$ cat config.mk
export PLATFORM = sky130hd
export DESIGN_NAME = sdfb_frame_builder
export DESIGN_NICKNAME = d
export VERILOG_FILES = /design/src/sdfb_frame_builder.v /design/src/sdfb_bit_timer.v
export VERILOG_INCLUDE_DIRS = /design/src
export SDC_FILE = /design/constraint.sdc
export NUM_CORES = 1
export LEC_CHECK = 0
export ABC_AREA = 0
export BUFFER_PORTS_ARGS = -buffer_cell sky130_fd_sc_hd__buf_2
export CORE_AREA = 5 5 84 106
export CTS_BUF_LIST = sky130_fd_sc_hd__clkbuf_4
export DETAILED_ROUTE_END_ITERATION = 8
export DIE_AREA = 0 0 89 111
export PLACE_DENSITY_LB_ADDON = 0.12
export SETUP_SLACK_MARGIN = 0.5
export SLEW_MARGIN = 20
export SYNTH_ARGS = -nofsm -noshare
export SYNTH_HDL_FRONTEND = slang
export SYNTH_SLANG_ARGS = --single-unit
$ cat constraint.sdc
create_clock -name core_clk -period 1.89 [get_ports core_clk]
set_input_delay 0.0945 -clock core_clk [delete_from_list [all_inputs] [get_ports core_clk]]
set_output_delay 0.0945 -clock core_clk [all_outputs]
set_load 0.02 [all_outputs]
$ cat src/sdfb_defines.vh
// Operation
// - Every frame opens with two start bits whose values follow the line coding mode select.
// - After the last frame bit the line is held idle for one bit period as a stop bit.
// - Check type select 0 picks a three bit CRC field and 1 picks one parity bit.
// - CRC follows the start bits directly while parity is the last frame bit.
// - The state vector is sent unless state vector disable is set, then it is left out.
// - Data width select 0 sends ten bit data with byte data left aligned, 1 sends eight bits.
// - The chosen data width applies to both device information and sensor data.
// - Full range is used only when state vector disable and autozero enable are both 0.
// - Phase 2 mode 0 with the state vector disabled sends an error code and no sensor data; the code does so only while runTime is also set.
// - Full range eight bit samples are two's complement from 0x7f through 0x00 to 0x80.
// - The enabled state vector is three bits wide and travels with the data field.
`ifndef SDFB_DEFINES_VH
`define SDFB_DEFINES_VH
`define SDFB_START_BITS 5'h02
`define SDFB_CRC_BITS   5'h03
`define SDFB_PAR_BITS   5'h01
`define SDFB_SV_BITS    5'h03
`define SDFB_D10_BITS   5'h0a
`define SDFB_D8_BITS    5'h08
`define SDFB_STOP_BITS  5'h01
`define SDFB_CHK_CRC    1'b0
`define SDFB_CHK_PAR    1'b1
`define SDFB_W10        1'b0
`define SDFB_SV_ERROR   3'h6
`define SDFB_IDLE_LEVEL 1'b0
`endif

$ cat src/sdfb_frame_builder.v
`timescale 1ns/10ps
`default_nettype none
`include "sdfb_defines.vh"
// Builds and shifts out one data frame per start request.
// Line coding, check computation and range tables live outside this block.
module sdfb_frame_builder
#(
  parameter BIT_DIV = 100
)
(
  input  wire       core_clk,
  input  wire       rst_b,
  input  wire       frameStart,
  input  wire [1:0] startBits,
  input  wire       check_type_select,
  input  wire       state_vector_disable,
  input  wire       data_width_select,
  input  wire       autozero_enable,
  input  wire       phase2Mode0,
  input  wire       runTime,
  input  wire [2:0] stateVector,
  input  wire [9:0] sensorData,
  input  wire [7:0] deviceData,
  input  wire       deviceDataSel,
  input  wire [9:0] configErrorCode,
  input  wire [2:0] crcValue,
  input  wire       parityValue,
  output reg        txBit,
  output reg        txActive,
  output reg        bitStrobe,
  output wire       frameBusy,
  output reg        frameDone,
  output wire       fullRange,
  output wire       configError,
  output reg  [4:0] frameLength
);
  localparam ST_IDLE = 2'h0;
  localparam ST_SEND = 2'h1;
  localparam ST_STOP = 2'h2;

  reg  [1:0]  state_q;
  reg  [17:0] shift_q;
  reg  [4:0]  left_q;
  reg  [17:0] frame_d;
  reg  [4:0]  len_d;
  reg  [9:0]  dataField;
  reg         noSensor;
  wire        bitTick;

  // Range and configuration error depend only on static configuration.
  assign fullRange   = !state_vector_disable && !autozero_enable;
  assign configError = phase2Mode0 && state_vector_disable;
  assign frameBusy   = (state_q != ST_IDLE);

  sdfb_bit_timer #(.DIV(BIT_DIV)) uTimer
  (
    .core_clk (core_clk),
    .rst_b    (rst_b),
    .run      (frameBusy),
    .bitTick  (bitTick)
  );

  // Assemble the frame LSB first; index 0 leaves the line first.
  always @*
  begin
    frame_d  = 18'h00000;
    len_d    = 5'h00;
    noSensor = configError && runTime;
    // Byte data is left aligned in the wide field; width applies to both.
    if (noSensor)
      dataField = configErrorCode;
    else if (deviceDataSel)
      dataField = (data_width_select == `SDFB_W10) ?
                  {deviceData, 2'b00} : {2'b00, deviceData};
    else
      dataField = (data_width_select == `SDFB_W10) ?
                  sensorData : {2'b00, sensorData[7:0]};
    // Narrow mode must not let the top bits spill into the parity slot.
    if (data_width_select != `SDFB_W10)
      dataField[9:8] = 2'b00;
    frame_d[1:0] = startBits;
    len_d = `SDFB_START_BITS;
    if (check_type_select == `SDFB_CHK_CRC)
    begin
      frame_d = frame_d | ({15'h0000, crcValue} << len_d);
      len_d = len_d + `SDFB_CRC_BITS;
    end
    if (!state_vector_disable)
    begin
      frame_d = frame_d | ({15'h0000, (noSensor ? `SDFB_SV_ERROR :
                stateVector)} << len_d);
      len_d = len_d + `SDFB_SV_BITS;
    end
    frame_d = frame_d | ({8'h00, dataField} << len_d);
    if (data_width_select == `SDFB_W10)
      len_d = len_d + `SDFB_D10_BITS;
    else
      len_d = len_d + `SDFB_D8_BITS;
    if (check_type_select == `SDFB_CHK_PAR)
    begin
      frame_d = frame_d | ({17'h00000, parityValue} << len_d);
      len_d = len_d + `SDFB_PAR_BITS;
    end
  end

  // Frame sequencer: load, shift one bit per tick, then one idle bit.
  always @(posedge core_clk or negedge rst_b)
  begin
    if (!rst_b)
    begin
      state_q     <= ST_IDLE;
      shift_q     <= 18'h00000;
      left_q      <= 5'h00;
      txBit       <= `SDFB_IDLE_LEVEL;
      txActive    <= 1'b0;
      bitStrobe   <= 1'b0;
      frameDone   <= 1'b0;
      frameLength <= 5'h00;
    end
    else
    begin
      bitStrobe <= 1'b0;
      frameDone <= 1'b0;
      case (state_q)
        ST_IDLE:
        begin
          txActive <= 1'b0;
          txBit    <= `SDFB_IDLE_LEVEL;
          // Configuration is sampled here and held for the whole frame.
          if (frameStart)
          begin
            state_q     <= ST_SEND;
            txActive    <= 1'b1;
            txBit       <= frame_d[0];
            shift_q     <= frame_d >> 1;
            left_q      <= len_d;
            frameLength <= len_d;
            bitStrobe   <= 1'b1;
          end
        end
        ST_SEND:
          if (bitTick)
          begin
            if (left_q == 5'h01)
            begin
              state_q  <= ST_STOP;
              left_q   <= `SDFB_STOP_BITS;
              txActive <= 1'b0;
              txBit    <= `SDFB_IDLE_LEVEL;
            end
            else
            begin
              left_q    <= left_q - 5'h01;
              txBit     <= shift_q[0];
              shift_q   <= shift_q >> 1;
              bitStrobe <= 1'b1;
            end
          end
        ST_STOP:
          // A full idle bit period passes before the next frame may start.
          if (bitTick)
          begin
            state_q   <= ST_IDLE;
            frameDone <= 1'b1;
          end
        default:
          state_q <= ST_IDLE;
      endcase
    end
  end
endmodule
`default_nettype wire

$ cat src/sdfb_bit_timer.v
`timescale 1ns/10ps
`default_nettype none
// Divides the core clock down to a one-cycle bit enable pulse.
module sdfb_bit_timer
#(
  parameter DIV = 100
)
(
  input  wire core_clk,
  input  wire rst_b,
  input  wire run,
  output reg  bitTick
);
  reg [15:0] cnt_q;

  // Counter restarts at one when idle. The tick is registered, so starting
  // at one lets the first tick land one full bit period after the load edge.
  always @(posedge core_clk or negedge rst_b)
  begin
    if (!rst_b)
    begin
      cnt_q   <= 16'h0000;
      bitTick <= 1'b0;
    end
    else if (!run)
    begin
      cnt_q   <= 16'h0001;
      bitTick <= 1'b0;
    end
    else if (cnt_q >= DIV[15:0] - 16'h0001)
    begin
      cnt_q   <= 16'h0000;
      bitTick <= 1'b1;
    end
    else
    begin
      cnt_q   <= cnt_q + 16'h0001;
      bitTick <= 1'b0;
    end
  end
endmodule
`default_nettype wire

After elaboration in Yosys (flattened, before gate mapping)
Index checks and enable logic that the tools add are counted.
Widths: inputs -> output; s select.
Word-level totals
  register bits: 51
  output and inout port bits: 12
  logic and storage cells: 89
Cells by class
  add/sub/neg operators: 6
  order comparisons: 1
  eq/ne operators: 8
  shifts and indexed selects: 3
  multiplexer cells: 43
  bitwise logic cells: 4
  reduce and logical (&&, ||, !) cells: 14
Operators with widths (number)
  $mux 18: 5
  $or 18x18->18: 3
  $mux 10: 4
  $pmux 18 s2: 1
  $mux 5: 7
  $mux 16: 2
  $shl 1x5->18: 1
  $shl 10x5->18: 1
  $shl 3x5->18: 1
  $add 16x1->16 const B: 1
  $ge 16x7->1 const B: 1
  $mux 1: 12
  $add 5x4->5 const B: 2
  $mux 2: 5
  $pmux 5 s2: 1
  $reduce_and 4->1: 2
  $mux 3: 2
  $ne 2x2->1 const B: 3
  $pmux 1 s2: 3
  $pmux 2 s3: 1
  $reduce_and 3->1: 2
  $add 5x1->5 const B: 1
  $add 5x2->5 const B: 1
  $eq 5x1->1 const B: 1
  other kinds (10): 16

Logic depth before layout (Yosys ltp)
  word-level depth: 11
  depth in mapped cells: 9

Cells and area by module
From an unflattened synthesis, not the netlist that was laid out.
Unflattened totals
  cell total of the unflattened synthesis: 404
  area, all modules: 3482.1 µm²
By module, submodules not included
  sdfb_frame_builder: instances 1, cells an instance 356, area each 2864.0 µm², sequential area each 825.8 µm²
  sdfb_bit_timer: instances 1, cells an instance 48, area each 618.1 µm², sequential area each 425.4 µm²

Worst setup path after synthesis
OpenSTA, ideal clock, no wires.
  path kind: input to register
  start point: input check_type_select
  end point: register shift_q[6]
  library setup time: 0.094 ns
  arrival: 1.929 ns
  slack: -0.133 ns
  stages on the path: 8
  path buffers: 3
  cell sequence: clkbuf_1 > inv_1 > ha_1 > buf_2 > buf_1 > nand3_1 > a2bb2oi_1 > a221oi_2
Between the ends
  longest elaborated chain between the ends: 10
  elaborated cells between the ends (all ways): 16
  classes of those cells: 3 x add/sub; 3 x shift; 7 x mux; 3 x bitwise
Ends and longest elaborated chain
  start, declared: line sdfb_frame_builder.v:15  | input wire check_type_select,
  $mux 3: line sdfb_frame_builder.v:83  | if (check_type_select == `SDFB_CHK_CRC)
  $add 5x2->5 (no line)
  $mux 5: line sdfb_frame_builder.v:88  | if (!state_vector_disable)
  $add 5x4->5 (no line)
  $mux 5: line sdfb_frame_builder.v:95  | if (data_width_select == `SDFB_W10)
  $shl 1x5->18: line sdfb_frame_builder.v:101  | frame_d = frame_d | ({17'h00000, parityValue} << len_d);
  $or 18x18->18: line sdfb_frame_builder.v:101
  $mux 18 (*): line sdfb_frame_builder.v:99  | if (check_type_select == `SDFB_CHK_PAR)
  $mux 18 (*): line sdfb_frame_builder.v:130  | if (frameStart)
  $pmux 18 s2 (*): line sdfb_frame_builder.v:124  | case (state_q)
  end signal, assigned: line sdfb_frame_builder.v:135  | shift_q <= frame_d >> 1;
  end signal, assigned: line sdfb_frame_builder.v:155  | shift_q <= shift_q >> 1;
  end, declared: line sdfb_frame_builder.v:42  | reg [17:0] shift_q;
Every way passes the cells marked *; elsewhere a longest branch is shown, timed or not. The select of a mux whose other input is x is not followed.
A chain may end at the register's enable or synchronous reset.

Worst setup path in the final report
  start point: register left_q[1]
  end point: register shift_q[16]
Between the ends
  longest elaborated chain between the ends: 3
Ends and longest elaborated chain
  start, declared: line sdfb_frame_builder.v:43  | reg [4:0] left_q;
  start signal, assigned: line sdfb_frame_builder.v:136  | left_q <= len_d;
  start signal, assigned: line sdfb_frame_builder.v:147  | left_q <= `SDFB_STOP_BITS;
  start signal, assigned: line sdfb_frame_builder.v:153  | left_q <= left_q - 5'h01;
  $eq 5x1->1: line sdfb_frame_builder.v:144  | if (left_q == 5'h01)
  $ne 2x2->1 (no line)
  $reduce_and 4->1 (no line)
No other way between the ends.

==> results.json <==
{
  "worst-endpoint-required_ns": 2.18,
  "critPathKind": "reg2reg",
  "grt_overflow": 0,
  "ys_warn_count": 0,
  "nFillCells": 684,
  "synth_area_leaders": "dfrtp_1, nor2_1, mux2i_1, nand2_1, a221oi_1",
  "hold_viol_final": 0,
  "yosysMostFrequentCell": "dfrtp_1",
  "grt_start_max_net_pins": 22,
  "drc": 0,
  "cts_made_buffers": 5,
  "place_area_sq_mm": 0.00418,
  "multi_input_area_sq_mm": 0.00230,
  "drt_wl_total_um": 10900,
  "drt_iter0_markers": 182,
  "crit_family": "simple AND/OR/NAND/NOR gates",
  "syn_inst": 391,
  "dpl.hpwl_um": 7910,
  "timing.final.crit_share_pct": 96.4,
  "numClockSinks": 50,
  "final_cells": 600,
  "drtPass1Iterations": 5,
  "cp_slowest_stage_delay_ns": 0.49,
  "syn_area_sq_mm": 0.00340,
  "wire_per_inst_um": 18.1,
  "synth-edff-count": 0,
  "initial_core_util_pct": 44.1,
  "cts_tree": "built",
  "regArea_sq_mm": 0.00125,
  "core_area_sq_mm": 0.00770,
  "rsz0062_at_grt": "true",
  "max_cap_violations": 0,
  "port_buffers": 58,
  "drive_gt1_share_pct": 37.4,
  "antenna_found_initial": 0,
  "async_flop_share_pct": 100,
  "yosysUniqueCellTypes": 62,
  "fin_skew_ns": 0.0159,
  "ys.flop_type": "dfrtp_1",
  "crit_path_cell_trace": "inv_2, ha_4, or4b_4, nand3_4, buf_12, a21oi_4, a211o_1",
  "design_area_sq_mm": 0.00462,
  "antennaDiodeCount": 0,
  "power_density_mw_per_mm2": 1200,
  "synth_area_leader_cell": "dfrtp_1",
  "cts.clk_slew.worst_paths_ns": 0.15,
  "r2r_setup_slack_ns": 0.07,
  "die_height_um": 111,
  "grt_pass1_vias": 3614,
  "cp.depth": 7,
  "hold_path.class": "in2reg",
  "area_growth_pct": 36.0,
  "r2r-end": "shift_q[16]$_DFFE_PN0P_",
  "place_congestion": 0.952,
  "worst_slack_ns": 0.0672,
  "cp_data_arrival_time_ns": 2.11,
  "place_inst": 569,
  "syn_area_per_cell_sq_um": 8.68,
  "crit_path_top_delay_cell": "or4b_4",
  "cts.path.max_buffers": 2,
  "ys_ff_latch": 50,
  "boundaryPins": 59,
  "grt_pass1_wl_um": 17500,
  "post-place-ws_ns": -0.0235,
  "via_count": 3492,
  "cts-root-buf": "clkbuf_4",
  "dieArea_sq_mm": 0.00988,
  "vias_per_cell": 5.82,
  "critPathBufInv": 2,
  "fp.dieW_um": 89,
  "p_leak_nw": 2.10,
  "worstHoldStart": "startBits[1]",
  "slew_viol_final": 0,
  "critPathLaunchType": "flip-flop",
  "nets": 557,
  "whs_path_depth": 3,
  "holdPathEnd": "shift_q[0]$_DFFE_PN0P_",
  "period_minus_slack_ns": 1.82,
  "worst_setup_path_end_kind": "flip-flop",
  "htree_levels": 2,
  "vdd_drop_max_v": 0.000877,
  "fmax_mhz": 549,
  "num_rows": 36,
  "worstRegToRegCells": 7,
  "path_max_fanout": 6,
  "track_usage_pct": 22.4,
  "final_antenna_net_count": 0,
  "setup_viol": 0,
  "synth_top_area_share_pct": 36.8,
  "synth_common_cells": "dfrtp_1, nor2_1, nand2_1, a21oi_1, o21ai_0",
  "insertion_delay_ns": 0.39,
  "yosysSeqAreaShare_pct": 36.8,
  "outcome": "finished clean",
  "r2r-start": "left_q[1]$_DFFE_PN0P_"
}
power by group:
group / total (mW) / internal (mW) / switching, mW
Clock: 0.531 / 0.152 / 0.379
Sequential: 1.68 / 1.43 / 0.248
Combinational: 3.31 / 1.54 / 1.78
Total: 5.53 / 3.12 / 2.40
worst register-to-register path, stage by stage, from the launching register on:
cell	delay [ns]
dfrtp_1	0.42
inv_2	0.09
ha_4	0.13
or4b_4	0.49
nand3_4	0.12
buf_12	0.13
a21oi_4	0.08
a211o_1	0.28
metal layers:
metal  GRT usage, %  up-vias  share of wire (%)
met5              0        -                  0
met4           10.4        0                4.1
met3           3.72       29                4.5
met2           38.0      104                 52
met1           26.9     1678                 40
li1               -     1681                  -
layout make-up:
class,count,share of cell area [%]
tap,95,2.57
sequential,50,27.1
inverter,14,1.19
clock buffer,5,0.813
timing repair buffer,121,18.0
clock inverter,3,0.542
multi-input combinational,312,49.8
repair_timing:
item,CTS,global route
hold endpoints to repair,19,0
buffers inserted,9,10
gates resized for setup,23,25
cloned,3,0
pin swaps,17,11
endpoints found under the setup margin,35,41
hold buffers,1,0
registers in the layout, indices dropped and copies added (netlist names):
register,count
bitStrobe,1
txBit,1
frameLength,5
uTimer.cnt_q,16
frameDone,1
left_q,5
shift_q,17
txActive,1
uTimer.bitTick,1
state_q,2
cells by family (layout without fill, tap and decap cells):
logic type,Yosys count,in the layout,share of synthesized area [%]
AOI/OAI and AO/OA,125,128,27.5
xor gates and xnor gates,8,8,2.06
adders and majority gates,6,6,2.21
buffers and inverters,40,143,5.16
DFF,50,50,36.8
muxes,13,13,4.20
other,1,9,0.110
and+or+nand+nor,148,148,22.0
worst max path at each step:
stage                                startpoint  slack [ns]                      end
after CTS                 left_q[1]$_DFFE_PN0P_        0.08  shift_q[15]$_DFFE_PN0P_
after global routing      left_q[1]$_DFFE_PN0P_        0.04  shift_q[16]$_DFFE_PN0P_
after floorplan           left_q[1]$_DFFE_PN0P_        0.17  shift_q[16]$_DFFE_PN0P_
after detailed placement  left_q[0]$_DFFE_PN0P_       -0.02  shift_q[15]$_DFFE_PN0P_
after global placement    left_q[0]$_DFFE_PN0P_        0.06  shift_q[16]$_DFFE_PN0P_
final                     left_q[1]$_DFFE_PN0P_        0.07  shift_q[16]$_DFFE_PN0P_
layout by cell type (no fill, tap or decap), drive strengths merged, types with 3 or more instances in the layout:
master / instances
buf: 120
dfrtp: 50
nor2: 46
nand2: 32
a21oi: 23
o21ai: 17
a221oi: 16
inv: 15
a211oi: 14
mux2i: 12
nor3: 11
a21o: 10
nand3: 10
conb: 9
nor2b: 8
nand2b: 8
xnor2: 6
o211ai: 6
and2: 6
ha: 6
and3: 5
a221o: 5
a22oi: 5
clkbuf: 5
o22ai: 5
a31oi: 5
or3: 4
o22a: 3
nand4: 3
metrics by stage:
stage                     TNS (ns)  hold WS, ns  util [%]  power [mW]
after floorplan                  0       -0.201         -        3.61
final                            0       0.0222      60.0        5.53
after CTS                        0       0.0124      57.9        5.26
after detailed placement   -0.0235       0.0744      54.3        4.29
after global routing             0       0.0312      60.0        5.93
after global placement           0       0.0702      54.3        4.24
(Power assumes the default switching activity.)
